===== src/dsd_pkg.sv =====
// package: register map, field layout and glyph table of the drive status display encoder
package dsd_pkg;

    // apb register byte addresses
    localparam logic [7:0] DSD_ADDR_STATUS = 8'h00;  // running_status_word, read only
    localparam logic [7:0] DSD_ADDR_CTRL   = 8'h04;  // view and display mode
    localparam logic [7:0] DSD_ADDR_LEDS   = 8'h08;  // four digit segment image, read only
    localparam logic [7:0] DSD_ADDR_TERM   = 8'h0C;  // terminal level word, read only

    // control register fields and reset values
    localparam int         DSD_CTRL_VIEW_POS = 0;  // 0 running status, 1 terminal check
    localparam int         DSD_CTRL_HEX_POS  = 1;  // terminal check: 0 segments, 1 hex
    localparam logic [1:0] DSD_CTRL_RESET    = 2'h0;

    // running status word bit positions
    localparam int DSD_ST_BUSY   = 15;
    localparam int DSD_ST_ZERO14 = 14;
    localparam int DSD_ST_ZERO13 = 13;
    localparam int DSD_ST_COMMS  = 12;
    localparam int DSD_ST_ALARM  = 11;
    localparam int DSD_ST_DECEL  = 10;
    localparam int DSD_ST_ACCEL  = 9;
    localparam int DSD_ST_ILIM   = 8;
    localparam int DSD_ST_VCTL   = 7;
    localparam int DSD_ST_ZERO6  = 6;
    localparam int DSD_ST_LINKOK = 5;
    localparam int DSD_ST_ZERO4  = 4;
    localparam int DSD_ST_SHUT   = 3;
    localparam int DSD_ST_BRAKE  = 2;
    localparam int DSD_ST_REV    = 1;
    localparam int DSD_ST_FWD    = 0;

    // terminal level word layout
    localparam int DSD_TW_INPUTS = 0;  // five input terminals, bits 4..0
    localparam int DSD_TW_COMM   = 5;  // comm forward, backward, reset, bits 7..5
    localparam int DSD_TW_RELAY  = 8;

    // segment positions inside a digit byte
    localparam int DSD_SEG_A  = 0;
    localparam int DSD_SEG_F  = 5;
    localparam int DSD_SEG_G  = 6;
    localparam int DSD_SEG_DP = 7;

    localparam logic [7:0]  DSD_SEG_DARK  = 8'h00;
    localparam logic [15:0] DSD_WORD_ZERO = 16'h0000;

    // hexadecimal glyphs, bit 0 = segment a .. bit 6 = segment g
    localparam logic [15:0][7:0] DSD_GLYPH = {
        8'h71, 8'h79, 8'h5E, 8'h39, 8'h7C, 8'h77, 8'h6F, 8'h7F,
        8'h07, 8'h7D, 8'h6D, 8'h66, 8'h4F, 8'h5B, 8'h06, 8'h3F
    };

    typedef enum logic { DSD_VIEW_STATUS, DSD_VIEW_TERMINAL } dsd_view_t;
    typedef enum logic { DSD_DISP_SEGMENT, DSD_DISP_HEX } dsd_disp_t;

endpackage : dsd_pkg


===== src/dsd_digit_fmt.sv =====
// one led digit: hex glyph of a nibble or a direct segment image
`timescale 1ns/1ps
`default_nettype none
module dsd_digit_fmt
    import dsd_pkg::*;
(
    // digit source
    input  wire logic [3:0] nibble,
    input  wire logic       hex_mode,
    input  wire logic [7:0] seg_in,
    // segment byte
    output logic      [7:0] seg_out
);

    // glyph lookup when hex, else the terminal segment image passes through
    always_comb begin
        if (hex_mode) begin
            seg_out = DSD_GLYPH[nibble];
        end else begin
            seg_out = seg_in;
        end
    end

endmodule : dsd_digit_fmt
`default_nettype wire


===== src/dsd_status_display.sv =====
// drive status display encoder: status word assembly, led digit formatting, apb slave
//
// Notes on behaviour
// - bit 15 is set while parameter data is being written.
// - bit 12 is set while run and frequency commands come over comms.
// - bit 11 is set while an alarm is present.
// - bit 10 decelerating, bit 9 accelerating, bit 8 current limiting.
// - bit 7 is set under voltage control.
// - bit 5 set when link voltage reached, clear on undervoltage.
// - bit 3 is set while the power output stage is shut down.
// - bit 2 is set while dc braking is applied.
// - bit 0 forward run, bit 1 reverse run.
// - hex shows four nibbles, leftmost bits 15..12, rightmost bits 3..0.
// - each nibble becomes its hex glyph 0..9 then A..F.
// - segment mode, rightmost digit a..e show the five input terminals.
// - segment mode, third digit segment a shows the transistor output closed.
// - segment mode, leftmost digit segment a shows relay common-to-open closed.
// - segments follow physical terminal levels, not logical function state.
// - up and down keys toggle segment and hex for the terminal check.
`timescale 1ns/1ps
`default_nettype none
module dsd_status_display
    import dsd_pkg::*;
(
    // clock and reset
    input  wire logic        pclk,
    input  wire logic        presetn,
    // apb slave
    input  wire logic        psel,
    input  wire logic        penable,
    input  wire logic        pwrite,
    input  wire logic [7:0]  paddr,
    input  wire logic [31:0] pwdata,
    output logic      [31:0] prdata,
    output logic             pready,
    output logic             pslverr,
    // internal drive state
    input  wire logic        param_write_busy,
    input  wire logic        comms_control_active,
    input  wire logic        alarm_flag,
    input  wire logic        slowing_down,
    input  wire logic        speeding_up,
    input  wire logic        current_limiting,
    input  wire logic        voltage_control_active,
    input  wire logic        link_voltage_ok,
    input  wire logic        output_shutdown,
    input  wire logic        dc_braking_active,
    input  wire logic        forward_run,
    input  wire logic        backward_run,
    // physical terminal levels, high = closed to its common
    input  wire logic        forward_terminal,
    input  wire logic        backward_terminal,
    input  wire logic        digital_input_one,
    input  wire logic        digital_input_two,
    input  wire logic        digital_input_three,
    input  wire logic        transistor_output,
    input  wire logic        relay_normally_open,
    // commands received over the comms link
    input  wire logic        comm_forward_cmd,
    input  wire logic        comm_backward_cmd,
    input  wire logic        comm_reset_cmd,
    // keypad keys, one-cycle pulses
    input  wire logic        key_up,
    input  wire logic        key_down,
    // led digits, bit 0 = a .. bit 6 = g, bit 7 = dp
    output logic      [7:0]  led_digit_1,
    output logic      [7:0]  led_digit_2,
    output logic      [7:0]  led_digit_3,
    output logic      [7:0]  led_digit_4
);

    typedef struct packed {
        logic [15:0]     status;
        dsd_view_t       view;
        dsd_disp_t       disp;
        logic [3:0][7:0] digits;
        logic [31:0]     rdata;
    } dsd_state_t;

    dsd_state_t       st_r;
    dsd_state_t       st_nxt;
    logic [15:0]      stat_w;
    logic [15:0]      term_w;
    logic [15:0]      shown_w;
    logic             show_hex;
    logic [3:0][7:0]  seg_map;
    logic [3:0][7:0]  fmt_out;
    logic             apb_setup;
    logic             apb_access;
    logic             addr_ok;

    // running status word assembled from the live drive flags
    always_comb begin
        stat_w                = DSD_WORD_ZERO;
        stat_w[DSD_ST_BUSY]   = param_write_busy;
        stat_w[DSD_ST_COMMS]  = comms_control_active;
        stat_w[DSD_ST_ALARM]  = alarm_flag;
        stat_w[DSD_ST_DECEL]  = slowing_down;
        stat_w[DSD_ST_ACCEL]  = speeding_up;
        stat_w[DSD_ST_ILIM]   = current_limiting;
        stat_w[DSD_ST_VCTL]   = voltage_control_active;
        stat_w[DSD_ST_LINKOK] = link_voltage_ok;
        stat_w[DSD_ST_SHUT]   = output_shutdown;
        stat_w[DSD_ST_BRAKE]  = dc_braking_active;
        stat_w[DSD_ST_FWD]    = forward_run;
        stat_w[DSD_ST_REV]    = backward_run;
    end

    // terminal word: raw pin levels, so inverted-logic functions may read dark
    always_comb begin
        term_w                         = DSD_WORD_ZERO;
        term_w[DSD_TW_INPUTS +: 5]     = {digital_input_three, digital_input_two,
                                          digital_input_one, backward_terminal,
                                          forward_terminal};
        term_w[DSD_TW_COMM +: 3]       = {comm_reset_cmd, comm_backward_cmd,
                                          comm_forward_cmd};
        term_w[DSD_TW_RELAY]           = relay_normally_open;
    end

    // segment image for the terminal check, unassigned segments dark
    always_comb begin
        seg_map                 = {4{DSD_SEG_DARK}};
        seg_map[0][4:0]         = term_w[DSD_TW_INPUTS +: 5];
        seg_map[1][DSD_SEG_F]   = comm_forward_cmd;
        seg_map[1][DSD_SEG_G]   = comm_backward_cmd;
        seg_map[1][DSD_SEG_DP]  = comm_reset_cmd;
        seg_map[2][DSD_SEG_A]   = transistor_output;
        seg_map[3][DSD_SEG_A]   = relay_normally_open;
    end

    // the status view is always hex; the terminal view follows the mode
    assign shown_w  = (st_r.view == DSD_VIEW_STATUS) ? stat_w : term_w;
    assign show_hex = (st_r.view == DSD_VIEW_STATUS) || (st_r.disp == DSD_DISP_HEX);

    // digit i carries nibble i, so digit 4 is bits 15..12 and digit 1 bits 3..0
    genvar gi;
    generate
        for (gi = 0; gi < 4; gi++) begin : g_digit
            dsd_digit_fmt u_fmt (
                .nibble   (shown_w[4*gi +: 4]),
                .hex_mode (show_hex),
                .seg_in   (seg_map[gi]),
                .seg_out  (fmt_out[gi])
            );
        end
    endgenerate

    // apb decode; zero wait states, so the answer comes in the first access cycle
    assign apb_setup  = psel && !penable;
    assign apb_access = psel && penable;
    assign addr_ok    = (paddr == DSD_ADDR_STATUS) || (paddr == DSD_ADDR_CTRL)
                     || (paddr == DSD_ADDR_LEDS)   || (paddr == DSD_ADDR_TERM);
    assign pready     = 1'b1;
    assign pslverr    = apb_access && !addr_ok;
    assign prdata     = st_r.rdata;

    // next state: status capture, mode control, digit image, read data
    always_comb begin
        st_nxt        = st_r;
        st_nxt.status = stat_w;
        st_nxt.digits = fmt_out;
        // a key toggles the terminal view between segments and hex
        if ((key_up || key_down) && st_r.view == DSD_VIEW_TERMINAL) begin
            st_nxt.disp = (st_r.disp == DSD_DISP_HEX) ? DSD_DISP_SEGMENT
                                                      : DSD_DISP_HEX;
        end
        // a software write lands after the key so that it wins a same-cycle race
        if (apb_access && pwrite && paddr == DSD_ADDR_CTRL) begin
            st_nxt.view = dsd_view_t'(pwdata[DSD_CTRL_VIEW_POS]);
            st_nxt.disp = dsd_disp_t'(pwdata[DSD_CTRL_HEX_POS]);
        end
        // read data is fetched in the setup cycle and held through the access
        if (apb_setup) begin
            case (paddr)
                DSD_ADDR_STATUS: st_nxt.rdata = {16'h0000, stat_w};
                DSD_ADDR_CTRL:   st_nxt.rdata = {30'h0, st_r.disp, st_r.view};
                DSD_ADDR_LEDS:   st_nxt.rdata = st_r.digits;
                DSD_ADDR_TERM:   st_nxt.rdata = {16'h0000, term_w};
                default:         st_nxt.rdata = 32'h00000000;
            endcase
        end
    end

    // single state register
    always_ff @(posedge pclk or negedge presetn) begin
        if (!presetn) begin
            st_r.status <= DSD_WORD_ZERO;
            st_r.view   <= dsd_view_t'(DSD_CTRL_RESET[DSD_CTRL_VIEW_POS]);
            st_r.disp   <= dsd_disp_t'(DSD_CTRL_RESET[DSD_CTRL_HEX_POS]);
            st_r.digits <= {4{DSD_SEG_DARK}};
            st_r.rdata  <= 32'h00000000;
        end else begin
            st_r <= st_nxt;
        end
    end

    // digits leave straight from the register
    assign led_digit_1 = st_r.digits[0];
    assign led_digit_2 = st_r.digits[1];
    assign led_digit_3 = st_r.digits[2];
    assign led_digit_4 = st_r.digits[3];
endmodule : dsd_status_display
`default_nettype wire


===== config.mk =====
export PLATFORM = sky130hd
export DESIGN_NAME = dsd_status_display
export DESIGN_NICKNAME = d
export VERILOG_FILES = /design/src/dsd_pkg.sv /design/src/dsd_digit_fmt.sv /design/src/dsd_status_display.sv
export SDC_FILE = /design/constraint.sdc
export NUM_CORES = 1
export LEC_CHECK = 0
export ABC_AREA = 1
export BUFFER_PORTS_ARGS = -buffer_cell sky130_fd_sc_hd__buf_2
export CAP_MARGIN = 0
export CELL_PAD_IN_SITES_DETAIL_PLACEMENT = 2
export CELL_PAD_IN_SITES_GLOBAL_PLACEMENT = 2
export CORE_AREA = 2 2 120 122
export CTS_CLUSTER_SIZE = 16
export DETAILED_ROUTE_END_ITERATION = 16
export DIE_AREA = 0 0 122 124
export GPL_TIMING_DRIVEN = 1
export PLACE_DENSITY = 0.91
export RECOVER_POWER = 100
export SLEW_MARGIN = 0
export SYNTH_ARGS = -nofsm -noshare
export SYNTH_HDL_FRONTEND = slang
export SYNTH_SLANG_ARGS = --single-unit

===== constraint.sdc =====
create_clock -name pclk -period 2.2 [get_ports pclk]
set_clock_uncertainty 0.15 [all_clocks]
set_input_delay 0.44 -clock pclk [delete_from_list [all_inputs] [get_ports pclk]]
set_output_delay 0.44 -clock pclk [all_outputs]
set_load 0.02 [all_outputs]

==> results.toml, run 1 <==
[outcome]
status = "finished clean"

[place]
hpwlAfterDp_mm = 9.61
gp_congestion = 0.847
dp_cells = 710
io_buffers = 98

[detailed_routing]
avgRoutedWirePerCell_um = 17.2
drt-pass1-iter-count = 4
num_vias = 3309
routed_wl_mm = 12.5
avgViaCountPerCell = 4.55
drtIter0Drc = 127
drc = 0
ant_nets = 0

[worst_setup_path]
critPathArrivalTime_ns = 2.16
critPathMaxStageDelay_ns = 0.45
crit_required_ns = 2.28
crit_path_end_kind = "flip-flop"
crit_family = "flip-flops"
path_buf_inv = 3
worst_path_max_delay_cell = "dfrtp_2"
crit_chain = "buf_4 > nand2_1 > and2_1 > inv_2 > ha_1 > inv_1 > nor2_1 > nor2_2 > o21ai_0 > a31oi_1"
cp_max_fo = 8
start_kind = "flip-flop"
crit_type = "reg2reg"

[sta]
period_needed_ns = 2.08
max_slew.worst_pin.slew_ns = 0.631
relSlewSlack = 0.580
timing.setup.tns_ns = 0
final-setup-viol-count = 0
fmax_mhz = 481
slew_violations = 0
fin_crit_sh = 0.944
hold_viol_final = 0

[logic_synthesis]
yosysTopAreaCellShare = 0.390
netlist_area_um2 = 3660
synthCells = 496
synth_area_per_cell_um2 = 7.38
synth-edff-count = 0
netlist-cell-type-count = 30
synth_area_leaders = "dfrtp_1 39%, nand2_1 18%, buf_4 14%"
async_reset_ff_frac = 1.00
synth_sequential_area_ratio = 0.390
synth-seq-cells = 57
yosysWarnings = 0
synth_flop_cell = "dfrtp_1"
yosysTopAreaCell = "dfrtp_1"

[cells_and_area]
area_growth_syn_to_layout_pct = 13.0
n_antenna_cell = 0
final_common_cell = "nand2_1"
final_layout_size_suffix_gt1_frac = 0.148
fin_nets = 626
final_core_util = 0.301
stdcell_count = 728
final_cell_mix = "179 x nand2_1, 64 x clkbuf_1, 56 x dfrtp_1"

[cts]
clock_sinks = 57
clock_latency_ns = 0.33
clockBufferDepth = 2
h-tree-depth = 3
root_buffer = "clkbuf_16"
clkTransAtPathRegs_ns = 0.05
cts_tree = "done"
cts_buffers = 9

[power]
p_leak_nw = 2.09
power.density_nw_per_um2 = 703
irDropWorstVdd_mv = 0.343

[global_routing]
grt_overflow = 0
grt_max_degree = 37
grt_pass1_vias = 3641
antenna_found_initial = 0
grt_use_total = 0.170
met2_usage = 0.330
grt_use_met3 = 0.0366
grt.busiest_layer = "met2"
use_met1 = 0.179
grt_pass1_wl_mm = 19.4

[min_path]
hold_class = "in2reg"

[floorplan]
start_util = 0.267
rows = 43
dieHeight_um = 124
dieArea_um2 = 15100
io-pin-count = 135
die_x_um = 122
core_um2 = 13700

[job]
drv_cap = 0
-- timing repair --
item / 4_1_cts / 5_1_grt
endpoints found under the setup margin: 2 / 2
hold endpoints to repair: 21 / 0
pin swaps: 0 / 2
resized for setup: 1 / 3
setup buffers: 0 / 2
hold buffers: 1 / 0
-- worst register-to-register path, delay by kind of cell (launching register included) --
family | cells | cell delay (ns)
simple gates | 4 | 0.45
buf+inv | 3 | 0.38
flops | 1 | 0.45
fa+ha+maj | 1 | 0.21
compound gates | 2 | 0.34
-- sequential cells by signal, summed over array words and instances (netlist names) --
signal,count
led_digit_4,5
st_r,2
led_digit_1,7
led_digit_2,8
led_digit_3,7
prdata,28
-- cell usage after synthesis, types with 4 or more instances --
cell type    n
a21oi_1     17
buf_2        6
buf_4       67
dfrtp_1     57
ha_1        13
inv_1       31
nand2_1    177
nand2_2      5
nand3_1     23
nor2_1      30
nor2_2       4
o21ai_0     34
o21ai_1      5
-- kinds of logic after synthesis --
kind of cell,count (synthesis),synth area share
and+or+nand+nor,244,0.269
xor gates and xnor gates,1,0.00239
AOI/OAI and AO/OA,65,0.0968
DFF,57,0.390
adders and majority gates,13,0.0445
buffers and inverters,114,0.195
other,2,0.00205
-- per-stage QoR --
step | hold slack, ns | area [um^2] | worst slack, ns | power [W]
final | 0.196 | 4130 | 0.123 | 0.00291
after global routing | 0.222 | 4130 | -0.00214 | 0.00304
after CTS | 0.192 | 4220 | 0.0129 | 0.00296
after detailed placement | 0.297 | 3910 | 0.0848 | 0.00153
after global placement | 0.287 | 3910 | 0.224 | 0.00151
after floorplan | -0.00559 | 3670 | 0.0755 | 0.00140
-- layout make-up --
type / count / area [um^2]
Multi-Input combinational cell: 329 / 1530
Timing Repair Buffer: 112 / 522
Sequential cell: 57 / 1430
Fill cell: 1662 / 9590
Clock inverter: 3 / 40.0
Inverter: 35 / 136
Tap cell: 180 / 225
Clock buffer: 12 / 256
-- layer usage --
layer  part of all wire  routed length [um]  up-vias
li1                   -                   -     1578
met1               0.40                4970     1657
met2               0.55                6890       62
met3              0.040                 502       12
met4              0.014                 177        0
met5                  0                   0        -
-- where the power goes --
| part | total (W) | leakage [nW] | switching (W) | internal (W) |
|---|---|---|---|---|
| clock | 0.00141 | 0.148 | 0.000479 | 0.000927 |
| sequential | 0.00113 | 0.705 | 0.0000370 | 0.00109 |
| combinational | 0.000372 | 1.23 | 0.000267 | 0.000106 |
| total | 0.00291 | 2.09 | 0.000783 | 0.00212 |
-- worst paths after layout --
| path | slack (ns) | endpoint | cells after the start | startpoint |
|---|---|---|---|---|
| worst max-delay path | 0.12 | led_digit_2[5] | 10 | st_r[65] |
| worst min-delay path | 0.20 | led_digit_3[0] | 3 | transistor_output |
| worst max register to register | 0.12 | led_digit_2[5] | 10 | st_r[65] |
| worst min register to register | 0.33 | prdata[10] | 2 | prdata[10] |
| max in group asynchronous | 0.42 | st_r[65] | 3 | presetn |
| min in group asynchronous | 0.47 | prdata[29] | 2 | presetn |
No activity file was read; power rests on OpenSTA's default activity.
==> run 2: changes to the inputs <==
--- a/config.mk
+++ b/config.mk
@@ -10,12 +10,12 @@
 export CAP_MARGIN = 0
 export CELL_PAD_IN_SITES_DETAIL_PLACEMENT = 2
 export CELL_PAD_IN_SITES_GLOBAL_PLACEMENT = 2
-export CORE_AREA = 2 2 120 122
+export CORE_AREA = 2 2 127 129
 export CTS_CLUSTER_SIZE = 16
 export DETAILED_ROUTE_END_ITERATION = 16
-export DIE_AREA = 0 0 122 124
+export DIE_AREA = 0 0 129 131
 export GPL_TIMING_DRIVEN = 1
-export PLACE_DENSITY = 0.91
+export PLACE_DENSITY = 0.86
 export RECOVER_POWER = 100
 export SLEW_MARGIN = 0
 export SYNTH_ARGS = -nofsm -noshare
==> constraint.sdc (replaced) <==
create_clock -name pclk -period 1.65 [get_ports pclk]
set_clock_uncertainty 0.15 [all_clocks]
set_input_delay 0.33 -clock pclk [delete_from_list [all_inputs] [get_ports pclk]]
set_output_delay 0.33 -clock pclk [all_outputs]
set_load 0.02 [all_outputs]
==> results.toml, run 2 (synthesis gave the netlist of run 1 again) <==
[outcome]
status = "finished with violations"
failed_checks = "setup timing"

[worst_setup_path]
rr_startpoint = "st_r[65]"
crit_type = "reg2reg"
path_common_cell = "buf_12"
worst-r2r-cell-count = 8
startpoint = "st_r[65]"
crit_chain = "buf_12 > clkinv_8 > buf_8 > o21ai_4 > buf_12 > nand2_4 > o211ai_1 > nand2_1"
cp_max_fo = 7
crit_path_end_kind = "flip-flop"
crit_path_end = "led_digit_1[4]"
r2r_slack_ns = -0.21
worst_path_max_delay_cell = "dfrtp_1"
crit_required_ns = 1.70
worstReg2RegEnd = "led_digit_1[4]"
start_kind = "flip-flop"
critPathArrivalTime_ns = 1.91
critPathMaxStageDelay_ns = 0.42

[place]
hpwlAfterDp_mm = 10.2
gp_congestion = 0.908
dp_slack_ns = -0.276
io_buffers = 98
dp_cells = 775
placed_area_um2 = 4200

[cts]
clock_latency_ns = 0.33
clockBufferDepth = 2
clkTransAtPathRegs_ns = 0.05
clock_sinks = 57
h-tree-depth = 3
root_buffer = "clkbuf_16"
cts_tree = "done"
cts_buffers = 9

[cells_and_area]
design_area_um2 = 5510
n_antenna_cell = 0
fillerInstances = 1736
final_common_cell = "nand2_1"
area_growth_syn_to_layout_pct = 50.5
final_layout_size_suffix_gt1_frac = 0.507
multi_input_area_um2 = 2150
final_cell_mix = "141 x nand2_1, 89 x buf_2, 57 x dfrtp_1"
fin_nets = 680
final_core_util = 0.353
largest_register_ffs = 28
regArea_um2 = 1430
stdcell_count = 818

[detailed_routing]
avgViaCountPerCell = 4.56
num_vias = 3728
drt-pass1-iter-count = 4
drc = 0
ant_nets = 0
drtIter0Drc = 140
avgRoutedWirePerCell_um = 20.5
routed_wl_mm = 16.8

[power]
p_leak_nw = 2.77
power.density_nw_per_um2 = 787
irDropWorstVdd_mv = 0.600

[sta]
slew_violations = 0
rsz0062_at_grt = "yes"
hold_viol_final = 0
fmax_mhz = 537
timing.final.ws_setup_ns = -0.211
relSlewSlack = 0.433
final-setup-viol-count = 20
period_needed_ns = 1.86
timing.setup.tns_ns = -1.89
max_slew.worst_pin.slew_ns = 0.850
fin_crit_sh = 1.13

[floorplan]
io-pin-count = 135
dieHeight_um = 131
start_util = 0.235
rows = 46
die_x_um = 129
dieArea_um2 = 16900
core_um2 = 15600

[global_routing]
grt_use_total = 0.178
grt_overflow = 0
grt_pass1_vias = 4008
grt_pass1_wl_mm = 22.9
antenna_found_initial = 0
grt_max_degree = 58

[job]
drv_cap = 0

[min_path]
hold_class = "in2reg"
==> run 2: cell types whose count changed in the layout (fill, tap and decap cells not counted), sizes merged <==
| cell | previous run | this run |
|---|---|---|
| buf | 47 | 164 |
| inv | 35 | 34 |
| bufinv | 1 | 2 |
| clkbuf | 76 | 13 |
==> run 2: how the worst min path moves through the flow <==
| stage | startpoint | slack (ns) | depth (start not counted) | to |
|---|---|---|---|---|
| 2_1_floorplan | presetn | -0.12 | 0 | led_digit_1[0] |
| 3_3_place_gp | presetn | 0.21 | 2 | prdata[29] |
| 3_5_place_dp | presetn | 0.21 | 2 | prdata[29] |
| 4_1_cts | transistor_output | 0.07 | 3 | led_digit_3[0] |
| 5_1_grt | transistor_output | 0.09 | 3 | led_digit_3[0] |
| 6_report | transistor_output | 0.07 | 3 | led_digit_3[0] |
==> run 2: critical path, delay by kind of cell (launching register included) <==
family	cells	cell delay, ns
buf+inv	4	0.51
flops	1	0.42
simple gates	2	0.17
compound gates	2	0.47
==> run 2: power by group <==
part	leakage, nW	switching (W)	total (W)	internal, W
sequential	0.707	0.0000580	0.00151	0.00145
combinational	1.91	0.000504	0.000812	0.000308
clock	0.153	0.000655	0.00201	0.00135
==> run 2: what timing repair did <==
| item | 4_1_cts | 5_1_grt |
|---|---|---|
| hold endpoints to repair | 57 | 0 |
| setup endpoints to repair | 22 | 22 |
| cloned | 0 | 1 |
| hold buffers | 1 | 0 |
| pin swaps | 36 | 37 |
| resized for setup | 103 | 110 |
| buffers inserted | 14 | 12 |
==> run 2: layout make-up <==
cell class	count	area share
clock inverters	3	0.0118
clock buffers	12	0.0448
well taps	216	0.0491
repair buffers	166	0.214
inverters	35	0.0311
multi-input cells	329	0.390
flip-flops and latches	57	0.259
==> run 2: stage by stage <==
| step | total power (W) | hold WS (ns) |
|---|---|---|
| final | 0.00433 | 0.0684 |
| after global routing | 0.00448 | 0.0932 |
| after CTS | 0.00419 | 0.0716 |
| after detailed placement | 0.00209 | 0.211 |
| after global placement | 0.00205 | 0.205 |
| after floorplan | 0.00188 | -0.116 |
==> run 2: metal layers <==
metal | share of wire | vias to the layer above | global-route usage
met1 | 0.37 | 1885 | 0.187
met2 | 0.55 | 110 | 0.347
met3 | 0.033 | 43 | 0.0326
met5 | 0 | - | 0
met4 | 0.044 | 0 | 0.0742
li1 | - | 1690 | -
